### config.mk
export PLATFORM = sky130hd
export DESIGN_NAME = dsc_top
export DESIGN_NICKNAME = d
export VERILOG_FILES = /design/src/rtl/dsc_handshake.v /design/src/rtl/dsc_fault_hist.v /design/src/rtl/dsc_top.v
export VERILOG_INCLUDE_DIRS = /design/src /design/src/rtl
export SDC_FILE = /design/constraint.sdc
export NUM_CORES = 1
export LEC_CHECK = 0
export BUFFER_PORTS_ARGS = -buffer_cell sky130_fd_sc_hd__buf_4
export CORE_ASPECT_RATIO = 0.5
export CORE_MARGIN = 3
export CORE_UTILIZATION = 45
export CTS_BUF_LIST = sky130_fd_sc_hd__clkbuf_8
export CTS_CLUSTER_DIAMETER = 40
export DETAILED_ROUTE_END_ITERATION = 10
export HOLD_SLACK_MARGIN = 0.08
export PLACE_DENSITY_LB_ADDON = 0.12
export SKIP_LAST_GASP = 1
export SLEW_MARGIN = 10
export SYNTH_ARGS = -nofsm -noshare
export SYNTH_HDL_FRONTEND = slang
export SYNTH_HIERARCHICAL = 1
export SYNTH_SLANG_ARGS = --single-unit
### constraint.sdc
create_clock -name i_core_clk -period 7.6 [get_ports i_core_clk]
set_clock_uncertainty 0.15 [all_clocks]
set_input_delay 0 -clock i_core_clk [delete_from_list [all_inputs] [get_ports i_core_clk]]
set_output_delay 0 -clock i_core_clk [all_outputs]
set_load 0.01 [all_outputs]
### src/rtl/dsc_consts.vh
// Constants for the drive status and control register bank
`ifndef DSC_CONSTS_VH
`define DSC_CONSTS_VH
`define DSC_NREQ         8
`define DSC_RQ_MODE_RD   0
`define DSC_RQ_RAM_RD    1
`define DSC_RQ_NV_RD     2
`define DSC_RQ_MODE_WR   3
`define DSC_RQ_RAM_WR    4
`define DSC_RQ_NV_WR     5
`define DSC_RQ_ALM_CLR   6
`define DSC_RQ_PRM_CLR   7
`define DSC_MODE_NET     16'h0000
`define DSC_MODE_EXT     16'h0001
`define DSC_MODE_PU      16'h0002
`define DSC_MODE_RST     16'h0001
`define DSC_SEL_NONE     16'h0000
`define DSC_SEL_EXT      16'h0001
`define DSC_SEL_PU       16'h0002
`define DSC_SEL_PU3      16'h0003
`define DSC_SEL_PU4      16'h0004
`define DSC_FREQ_RST     16'h0000
`define DSC_FREQ_MAX     16'h2EE0
`define DSC_FREQ_STEP    16'h000A
`define DSC_ALM_KEY      16'h9696
`define DSC_PCLR_ALL     16'h9696
`define DSC_PCLR_ALL_T   16'h9966
`define DSC_PCLR_NC      16'h5A5A
`define DSC_PCLR_NC_T    16'h55AA
`define DSC_WP_LOCKED    16'h0001
`define DSC_ACC_OK       16'h0000
`define DSC_ACC_ERR      16'hFFFF
`define DSC_DIAG_RST     16'h0000
`define DSC_DIAG_INSTR   16'h000A
`define DSC_DIAG_PARAM   16'h000B
`define DSC_DIAG_WDT     16'h0016
`define DSC_DIAG_NOEND   16'h0018
`define DSC_FAULT_NONE   8'h00
`define DSC_CLK_NS       10
`define DSC_FLICKER_CYC  25'd25000000
`define DSC_FLK_W        25
`endif

### src/rtl/dsc_handshake.v
// Command / completion handshake for all read and write requests
`timescale 1ns/1ps
`include "dsc_consts.vh"
module dsc_handshake (
  input  wire                     i_core_clk,
  input  wire                     i_rstn,
  input  wire                     i_hold,
  input  wire [`DSC_NREQ-1:0]     i_req,
  input  wire [`DSC_NREQ-1:0]     i_finish,
  output wire [`DSC_NREQ-1:0]     o_start,
  output reg  [`DSC_NREQ-1:0]     o_busy_r,
  output reg  [`DSC_NREQ-1:0]     o_done_r
);
  reg [`DSC_NREQ-1:0] req_d_r;

  // Only a fresh rising edge starts work; a held command does nothing
  assign o_start = i_req & ~req_d_r & ~o_busy_r & ~o_done_r & {`DSC_NREQ{~i_hold}};

  always @(posedge i_core_clk) begin
    if (!i_rstn) begin
      req_d_r  <= {`DSC_NREQ{1'b0}};
      o_busy_r <= {`DSC_NREQ{1'b0}};
      o_done_r <= {`DSC_NREQ{1'b0}};
    end else begin
      req_d_r  <= i_req;
      o_busy_r <= (o_busy_r | o_start) & ~i_finish;
      // Done rises with completion, falls with the command
      o_done_r <= (o_done_r | (o_busy_r & i_finish)) & i_req;
    end
  end
endmodule // dsc_handshake

### src/rtl/dsc_fault_hist.v
// Eight-deep fault code history with batch clear
`timescale 1ns/1ps
`include "dsc_consts.vh"
module dsc_fault_hist (
  input  wire        i_core_clk,
  input  wire        i_rstn,
  input  wire        i_push,
  input  wire [7:0]  i_code,
  input  wire        i_clear,
  output reg         o_clear_done_r,
  output wire [15:0] o_pair_1_2,
  output wire [15:0] o_pair_3_4,
  output wire [15:0] o_pair_5_6,
  output wire [15:0] o_pair_7_8
);
  reg [7:0] hist_r [0:7];
  integer   k;
  wire      push_ok;

  // Code zero means no alarm, so it is never recorded
  assign push_ok = i_push && (i_code != `DSC_FAULT_NONE);

  always @(posedge i_core_clk) begin
    if (!i_rstn) begin
      for (k = 0; k < 8; k = k + 1)
        hist_r[k] <= `DSC_FAULT_NONE;
      o_clear_done_r <= 1'b0;
    end else begin
      o_clear_done_r <= i_clear;
      for (k = 7; k > 0; k = k - 1) begin
        if (i_clear)
          hist_r[k] <= `DSC_FAULT_NONE;
        else if (push_ok)
          hist_r[k] <= hist_r[k-1];
      end
      // A fault arriving with the clear survives it
      if (push_ok)
        hist_r[0] <= i_code;
      else if (i_clear)
        hist_r[0] <= `DSC_FAULT_NONE;
    end
  end

  // Even entry high byte, odd entry low byte; entry 1 is newest
  assign o_pair_1_2 = {hist_r[1], hist_r[0]};
  assign o_pair_3_4 = {hist_r[3], hist_r[2]};
  assign o_pair_5_6 = {hist_r[5], hist_r[4]};
  assign o_pair_7_8 = {hist_r[7], hist_r[6]};
endmodule // dsc_fault_hist

### src/rtl/dsc_top.v
// Drive status monitoring and control register bank
`timescale 1ns/1ps
`include "dsc_consts.vh"
module dsc_top #(
  parameter [`DSC_FLK_W-1:0] FLICKER_CYC = `DSC_FLICKER_CYC
) (
  input  wire        i_core_clk,
  input  wire        i_rstn,
  input  wire        i_scan_end,
  input  wire [15:0] i_out_freq,
  input  wire [15:0] i_out_curr,
  input  wire [15:0] i_out_volt,
  input  wire        i_fault_valid,
  input  wire [7:0]  i_fault_code,
  input  wire        i_drive_running,
  input  wire [15:0] i_mode_selection_parameter,
  input  wire [15:0] i_write_protect_parameter,
  input  wire        i_mode_read_request,
  input  wire        i_ram_freq_read_request,
  input  wire        i_nv_freq_read_request,
  input  wire        i_mode_write_request,
  input  wire        i_ram_freq_write_request,
  input  wire        i_nv_freq_write_request,
  input  wire        i_alarm_clear_request,
  input  wire        i_param_clear_request,
  input  wire [15:0] i_operation_mode_write,
  input  wire [15:0] i_set_frequency_volatile_write,
  input  wire [15:0] i_set_frequency_nonvolatile_write,
  input  wire [15:0] i_alarm_history_clear,
  input  wire [15:0] i_parameter_clear,
  input  wire        i_param_clear_finished,
  input  wire        i_err_param,
  input  wire        i_err_watchdog,
  input  wire        i_err_no_end,
  input  wire        i_op_check,
  input  wire        i_op_basic,
  input  wire        i_op_exec_cond,
  input  wire        i_op_bad,
  output wire        o_mode_read_done,
  output wire        o_ram_freq_read_done,
  output wire        o_nv_freq_read_done,
  output wire        o_mode_write_done,
  output wire        o_ram_freq_write_done,
  output wire        o_nv_freq_write_done,
  output wire        o_alarm_clear_done,
  output wire        o_param_clear_done,
  output reg  [15:0] o_output_frequency_monitor,
  output reg  [15:0] o_output_current_monitor,
  output reg  [15:0] o_output_voltage_monitor,
  output reg  [15:0] o_fault_history_pair_1_2,
  output reg  [15:0] o_fault_history_pair_3_4,
  output reg  [15:0] o_fault_history_pair_5_6,
  output reg  [15:0] o_fault_history_pair_last,
  output reg  [15:0] o_operation_mode_readback,
  output reg  [15:0] o_set_frequency_volatile_readback,
  output reg  [15:0] o_set_frequency_nonvolatile_readback,
  output reg  [15:0] o_access_error_register,
  output reg  [15:0] o_self_diag_error_number,
  output reg         o_run_led,
  output reg         o_program_outputs_clear,
  output reg  [15:0] o_operation_mode,
  output reg  [15:0] o_ram_set_freq,
  output reg  [15:0] o_applied_freq,
  output reg  [15:0] o_nv_set_freq,
  output reg         o_param_clear_start,
  output reg  [15:0] o_param_clear_code
);

  function [15:0] eff_mode;
    input [15:0] sel;
    input [15:0] cur;
    begin
      if (sel == `DSC_SEL_NONE)
        eff_mode = cur;
      else if (sel == `DSC_SEL_PU3 || sel == `DSC_SEL_PU4)
        eff_mode = `DSC_MODE_PU;
      else if (sel == `DSC_SEL_EXT)
        eff_mode = `DSC_MODE_EXT;
      else if (sel == `DSC_SEL_PU)
        eff_mode = `DSC_MODE_PU;
      else
        eff_mode = cur;
    end
  endfunction

  function freq_ok;
    input [15:0] data;
    input [15:0] mode;
    begin
      freq_ok = (data <= `DSC_FREQ_MAX) &&
                (mode == `DSC_MODE_PU || mode == `DSC_MODE_NET);
    end
  endfunction

  function pclr_key;
    input [15:0] data;
    begin
      pclr_key = (data == `DSC_PCLR_ALL) || (data == `DSC_PCLR_ALL_T) ||
                 (data == `DSC_PCLR_NC) || (data == `DSC_PCLR_NC_T);
    end
  endfunction

  wire [`DSC_NREQ-1:0] req;
  wire [`DSC_NREQ-1:0] start;
  wire [`DSC_NREQ-1:0] busy;
  wire [`DSC_NREQ-1:0] done;
  reg  [`DSC_NREQ-1:0] finish;
  reg  [`DSC_NREQ-1:0] bad_r;
  reg  [`DSC_NREQ-1:0] ok_nxt;
  wire [`DSC_NREQ-1:0] fin_eff;
  wire [15:0]          mode_now;
  wire                 sel_writable;
  wire                 hold;
  wire                 clr_done;
  reg                  hist_clr_r;
  wire [15:0]          pair_1_2;
  wire [15:0]          pair_3_4;
  wire [15:0]          pair_5_6;
  wire [15:0]          pair_7_8;
  wire                 instr_err;
  wire                 any_err;
  reg  [15:0]          diag_nxt;
  reg  [`DSC_FLK_W-1:0] flk_cnt_r;
  wire                 flk_tick;

  assign req = {i_param_clear_request, i_alarm_clear_request,
                i_nv_freq_write_request, i_ram_freq_write_request,
                i_mode_write_request, i_nv_freq_read_request,
                i_ram_freq_read_request, i_mode_read_request};

  // After an error stop no new command starts and outputs freeze until reset, except the run light and done flags
  assign hold         = o_program_outputs_clear;
  assign mode_now     = eff_mode(i_mode_selection_parameter, o_operation_mode);
  assign sel_writable = (i_mode_selection_parameter == `DSC_SEL_NONE) ||
                        (i_mode_selection_parameter == `DSC_SEL_PU);

  assign o_mode_read_done      = done[`DSC_RQ_MODE_RD];
  assign o_ram_freq_read_done  = done[`DSC_RQ_RAM_RD];
  assign o_nv_freq_read_done   = done[`DSC_RQ_NV_RD];
  assign o_mode_write_done     = done[`DSC_RQ_MODE_WR];
  assign o_ram_freq_write_done = done[`DSC_RQ_RAM_WR];
  assign o_nv_freq_write_done  = done[`DSC_RQ_NV_WR];
  assign o_alarm_clear_done    = done[`DSC_RQ_ALM_CLR];
  assign o_param_clear_done    = done[`DSC_RQ_PRM_CLR];

  dsc_handshake u_hs (
    .i_core_clk (i_core_clk),
    .i_rstn     (i_rstn),
    .i_hold     (hold),
    .i_req      (req),
    .i_finish   (finish),
    .o_start    (start),
    .o_busy_r   (busy),
    .o_done_r   (done)
  );

  dsc_fault_hist u_hist (
    .i_core_clk     (i_core_clk),
    .i_rstn         (i_rstn),
    .i_push         (i_fault_valid),
    .i_code         (i_fault_code),
    .i_clear        (hist_clr_r),
    .o_clear_done_r (clr_done),
    .o_pair_1_2     (pair_1_2),
    .o_pair_3_4     (pair_3_4),
    .o_pair_5_6     (pair_5_6),
    .o_pair_7_8     (pair_7_8)
  );

  // Validity of each write, judged when its command rises
  always @* begin
    ok_nxt = {`DSC_NREQ{1'b1}};
    ok_nxt[`DSC_RQ_MODE_WR] = (i_operation_mode_write <= `DSC_MODE_PU) &&
                              !i_drive_running && sel_writable;
    ok_nxt[`DSC_RQ_RAM_WR]  = freq_ok(i_set_frequency_volatile_write, mode_now);
    ok_nxt[`DSC_RQ_NV_WR]   = freq_ok(i_set_frequency_nonvolatile_write, mode_now);
    ok_nxt[`DSC_RQ_ALM_CLR] = (i_alarm_history_clear == `DSC_ALM_KEY) &&
                              !i_drive_running;
    ok_nxt[`DSC_RQ_PRM_CLR] = pclr_key(i_parameter_clear) && !i_drive_running &&
                              (i_write_protect_parameter != `DSC_WP_LOCKED) &&
                              (mode_now == `DSC_MODE_PU ||
                               mode_now == `DSC_MODE_NET);
  end

  // Accepted clears finish on the clearing logic, refused clears and other work one cycle after start
  always @* begin
    finish = busy;
    finish[`DSC_RQ_ALM_CLR] = busy[`DSC_RQ_ALM_CLR] &
                              (bad_r[`DSC_RQ_ALM_CLR] | clr_done);
    finish[`DSC_RQ_PRM_CLR] = busy[`DSC_RQ_PRM_CLR] &
                              (bad_r[`DSC_RQ_PRM_CLR] | i_param_clear_finished);
  end

  // Completion edge, as the handshake module will see it
  assign fin_eff = busy & finish & req;

  always @(posedge i_core_clk) begin
    if (!i_rstn) begin
      bad_r                <= {`DSC_NREQ{1'b0}};
      hist_clr_r           <= 1'b0;
      o_param_clear_start  <= 1'b0;
      o_param_clear_code   <= `DSC_PCLR_ALL;
      o_operation_mode     <= `DSC_MODE_RST;
      o_ram_set_freq       <= `DSC_FREQ_RST;
      o_nv_set_freq        <= `DSC_FREQ_RST;
      o_applied_freq       <= `DSC_FREQ_RST;
    end else begin
      hist_clr_r          <= 1'b0;
      o_param_clear_start <= 1'b0;
      // Coarse step: drive only resolves 0.1 Hz
      o_applied_freq <= o_ram_set_freq - (o_ram_set_freq % `DSC_FREQ_STEP);
      if (!hold) begin
        bad_r <= (bad_r & ~start) | (start & ~ok_nxt);
        // Writes take effect at start, done follows next cycle
        if (start[`DSC_RQ_MODE_WR] && ok_nxt[`DSC_RQ_MODE_WR])
          o_operation_mode <= i_operation_mode_write;
        if (start[`DSC_RQ_RAM_WR] && ok_nxt[`DSC_RQ_RAM_WR])
          o_ram_set_freq <= i_set_frequency_volatile_write;
        if (start[`DSC_RQ_NV_WR] && ok_nxt[`DSC_RQ_NV_WR])
          o_nv_set_freq <= i_set_frequency_nonvolatile_write;
        if (start[`DSC_RQ_ALM_CLR] && ok_nxt[`DSC_RQ_ALM_CLR])
          hist_clr_r <= 1'b1;
        if (start[`DSC_RQ_PRM_CLR] && ok_nxt[`DSC_RQ_PRM_CLR]) begin
          o_param_clear_start <= 1'b1;
          o_param_clear_code  <= i_parameter_clear;
        end
      end
    end
  end

  // Read data and access error land on the completion edge
  always @(posedge i_core_clk) begin
    if (!i_rstn) begin
      o_operation_mode_readback            <= `DSC_MODE_RST;
      o_set_frequency_volatile_readback    <= `DSC_FREQ_RST;
      o_set_frequency_nonvolatile_readback <= `DSC_FREQ_RST;
      o_access_error_register              <= `DSC_ACC_OK;
    end else if (!hold) begin
      if (fin_eff[`DSC_RQ_MODE_RD])
        o_operation_mode_readback <= mode_now;
      if (fin_eff[`DSC_RQ_RAM_RD])
        o_set_frequency_volatile_readback <= o_ram_set_freq;
      if (fin_eff[`DSC_RQ_NV_RD])
        o_set_frequency_nonvolatile_readback <= o_nv_set_freq;
      if (|(fin_eff & ~bad_r & 8'hF8))
        o_access_error_register <= `DSC_ACC_OK;
      if (|(fin_eff & bad_r & 8'hF8))
        o_access_error_register <= `DSC_ACC_ERR;
    end
  end

  // Monitors and history follow the scan, not the drive's own rate
  always @(posedge i_core_clk) begin
    if (!i_rstn) begin
      o_output_frequency_monitor <= 16'h0000;
      o_output_current_monitor   <= 16'h0000;
      o_output_voltage_monitor   <= 16'h0000;
      o_fault_history_pair_1_2   <= 16'h0000;
      o_fault_history_pair_3_4   <= 16'h0000;
      o_fault_history_pair_5_6   <= 16'h0000;
      o_fault_history_pair_last  <= 16'h0000;
    end else if (i_scan_end && !hold) begin
      o_output_frequency_monitor <= i_out_freq;
      o_output_current_monitor   <= i_out_curr;
      o_output_voltage_monitor   <= i_out_volt;
      o_fault_history_pair_1_2   <= pair_1_2;
      o_fault_history_pair_3_4   <= pair_3_4;
      o_fault_history_pair_5_6   <= pair_5_6;
      o_fault_history_pair_last  <= pair_7_8;
    end
  end

  // Basic and execution-condition instructions are checked only while i_op_check is set
  assign instr_err = i_op_check && i_op_bad && (i_op_basic || i_op_exec_cond);
  assign any_err   = instr_err || i_err_param || i_err_watchdog || i_err_no_end;

  always @* begin
    if (instr_err)
      diag_nxt = `DSC_DIAG_INSTR;
    else if (i_err_param)
      diag_nxt = `DSC_DIAG_PARAM;
    else if (i_err_watchdog)
      diag_nxt = `DSC_DIAG_WDT;
    else
      diag_nxt = `DSC_DIAG_NOEND;
  end

  assign flk_tick = (flk_cnt_r == FLICKER_CYC - 1'b1);

  // First error wins; later ones are not recorded during the stop
  always @(posedge i_core_clk) begin
    if (!i_rstn) begin
      o_self_diag_error_number <= `DSC_DIAG_RST;
      o_program_outputs_clear  <= 1'b0;
      o_run_led                <= 1'b1;
      flk_cnt_r                <= {`DSC_FLK_W{1'b0}};
    end else begin
      if (any_err && !hold) begin
        o_self_diag_error_number <= diag_nxt;
        o_program_outputs_clear  <= 1'b1;
      end
      if (!hold) begin
        flk_cnt_r <= {`DSC_FLK_W{1'b0}};
        o_run_led <= 1'b1;
      end else if (flk_tick) begin
        flk_cnt_r <= {`DSC_FLK_W{1'b0}};
        o_run_led <= ~o_run_led;
      end else begin
        flk_cnt_r <= flk_cnt_r + 1'b1;
      end
    end
  end

endmodule // dsc_top

==> results.ini <==
[finish]
fin_util_pct = 69.8
top_regs = u_hist/hist_r x64, flk_cnt_r x25
layout_common_cells = 538 x buf_4, 340 x nand2_1, 300 x dfxtp_1
drive_gt1_share_pct = 27.4
fill_cells = 2740
nets = 2846
syn_to_final_growth_pct = 49.2
instances_no_fill = 3160
final_common_cell = buf_4
regMostFlops = u_hist/hist_r
largest_reg_flops = 64

[worst_setup_path]
required_ns = 7.91
end_kind = flip-flop
critPathLaunchType = flip-flop
worstSetupPathType = reg2reg
crit_top_cell = a21oi_1
cp_top_family = compound AO/OA/AOI/OAI gates
path_buf_inv = 3
crit_arrival_ns = 7.36
critPathMaxStageDelay_ns = 0.58
cpMaxStageDelayCell = or4_4
critPathMaxFanout = 8

[pwr]
swShare_pct = 25.9
ir_drop_mv = 0.159
combPwrFrac_pct = 11.0
p_int_uw = 3010
pwr_density_cell_nw_per_um2 = 165
power.share.clock_pct = 37.7
share_seq_of_total_power_pct = 51.3
power_leakage_uw = 0.0106
p_sw_uw = 1050

[global_routing]
grt_max_degree = 122
grt_pass1_vias = 16500
grt_antenna_before_repair = 6
grt_usage_pct = 28.7
grt_pass1_wl_um = 90700
grt_remaining_overflow = 0

[place]
placed_cells = 2766
place.gp.congestion = 0.927
place_hpwl_um = 37700
io_buffers = 459

[floorplan]
die_h_um = 141
ioPinCount = 472
die_w_um = 277
initial_core_util_pct = 46.8
fp-row-count = 48
core_area_um2 = 35300
fp.dieArea_um2 = 39200

[clocking]
cts.sink_count = 368
root_buffer = clkbuf_8
clock_path_buffers = 3
cts_tree = done
numCtsBuffers = 53
clkTransAtPathRegs_ns = 0.06
cts_htree_levels = 2
clock_latency_ns = 0.63

[sta]
post-route-period-util_pct = 92.8
rsz0062_at_grt = no
fmax_ghz = 0.142
tightest_slew_ns = 1.16
max-slew-margin-rel_pct = 22.6
fin_setup_tns_ns = 0
hold_violations = 0
min_period_ns = 7.05
setup_viol = 0
slew_viol_final = 0

[synth]
syn_inst = 1870
avgSynthCellArea_um2 = 8.83
ys_warn_count = 6
synthesis.area_um2 = 16500

[detailed_routing]
via_per_inst = 5.27
vias = 16600
finalWirelength_um = 58800
wl_per_cell_um = 18.6
drt_iter0_markers = 831
drcViolationCount = 0
ant_nets = 0
dr.pass1.iters = 6

[run]
maxCapViolCount = 0

[hold_path]
hp-class = in2reg

[status]
status = finished clean

## cell type report
| type | instances | area (um2) | share of cell area, % |
|---|---|---|---|
| antenna | 4 | 10.0 | 0.0406 |
| clock buffer | 56 | 771 | 3.13 |
| clock inverter | 39 | 215 | 0.873 |
| inverter | 46 | 178 | 0.721 |
| multi-input combinational | 1339 | 7850 | 31.9 |
| sequential | 368 | 8010 | 32.5 |
| tap | 475 | 594 | 2.41 |
| timing repair buffer | 833 | 7010 | 28.5 |
## worst reg2reg max path, delay by kind of cell (launching register included)
kind	cells	cell delay, ns
AO/OA/AOI/OAI	18	3.03
buffers and inverters	3	0.51
flip-flops	1	0.34
XOR/XNOR	1	0.16
AND/OR/NAND/NOR	11	2.42
adder cells (fa/ha/maj)	1	0.29
## worst paths after layout
| path | startpoint | endpoint | slack (ns) | cells after the start |
|---|---|---|---|---|
| max | o_ram_set_freq[13] | o_applied_freq[14] | 0.55 | 34 |
| min | i_set_frequency_volatile_write[14] | bad_r[4] | 0.12 | 6 |
| max reg2reg | o_ram_set_freq[13] | o_applied_freq[14] | 0.55 | 34 |
| min reg2reg | o_param_clear_code[1] | o_param_clear_code[1] | 0.29 | 1 |
## power by group through the flow
stage,clock [uW],combinational [uW],sequential (uW)
2_1_floorplan,0,143,2130
3_3_place_gp,0,324,2120
3_5_place_dp,0,326,2120
4_1_cts,1550,434,2080
5_1_grt,1650,478,2090
6_report,1530,447,2080
## metal layers
metal,global-route usage [%],wire length [um],part of all wire (%),vias to the layer above
li1,-,-,-,7991
met3,5.66,2830,4.8,199
met5,0,27,0.046,-
met4,12.8,2920,5.0,4
met1,33.5,23400,40,7970
met2,51.6,29600,50,485
## stage by stage
| stage | cell area [um2] | setup slack (ns) | total power, uW | hold WS [ns] |
|---|---|---|---|---|
| after floorplan | 16600 | 0.931 | 2270 | -0.0227 |
| after global placement | 20500 | 0.120 | 2440 | 0.0902 |
| after detailed placement | 20500 | 0.0561 | 2450 | 0.0982 |
| after CTS | 24400 | 0.0350 | 4070 | 0.0817 |
| after global routing | 24600 | 0.0199 | 4220 | 0.149 |
| final | 24600 | 0.550 | 4060 | 0.116 |
## timing repair
action | in CTS | in global routing
hold buffers | 292 | 0
endpoints found under the setup margin | 0 | 7
hold endpoints to repair | 178 | 0
setup buffers | 0 | 3
gates resized for setup | 0 | 42
No activity file was read; power rests on OpenSTA's default activity.
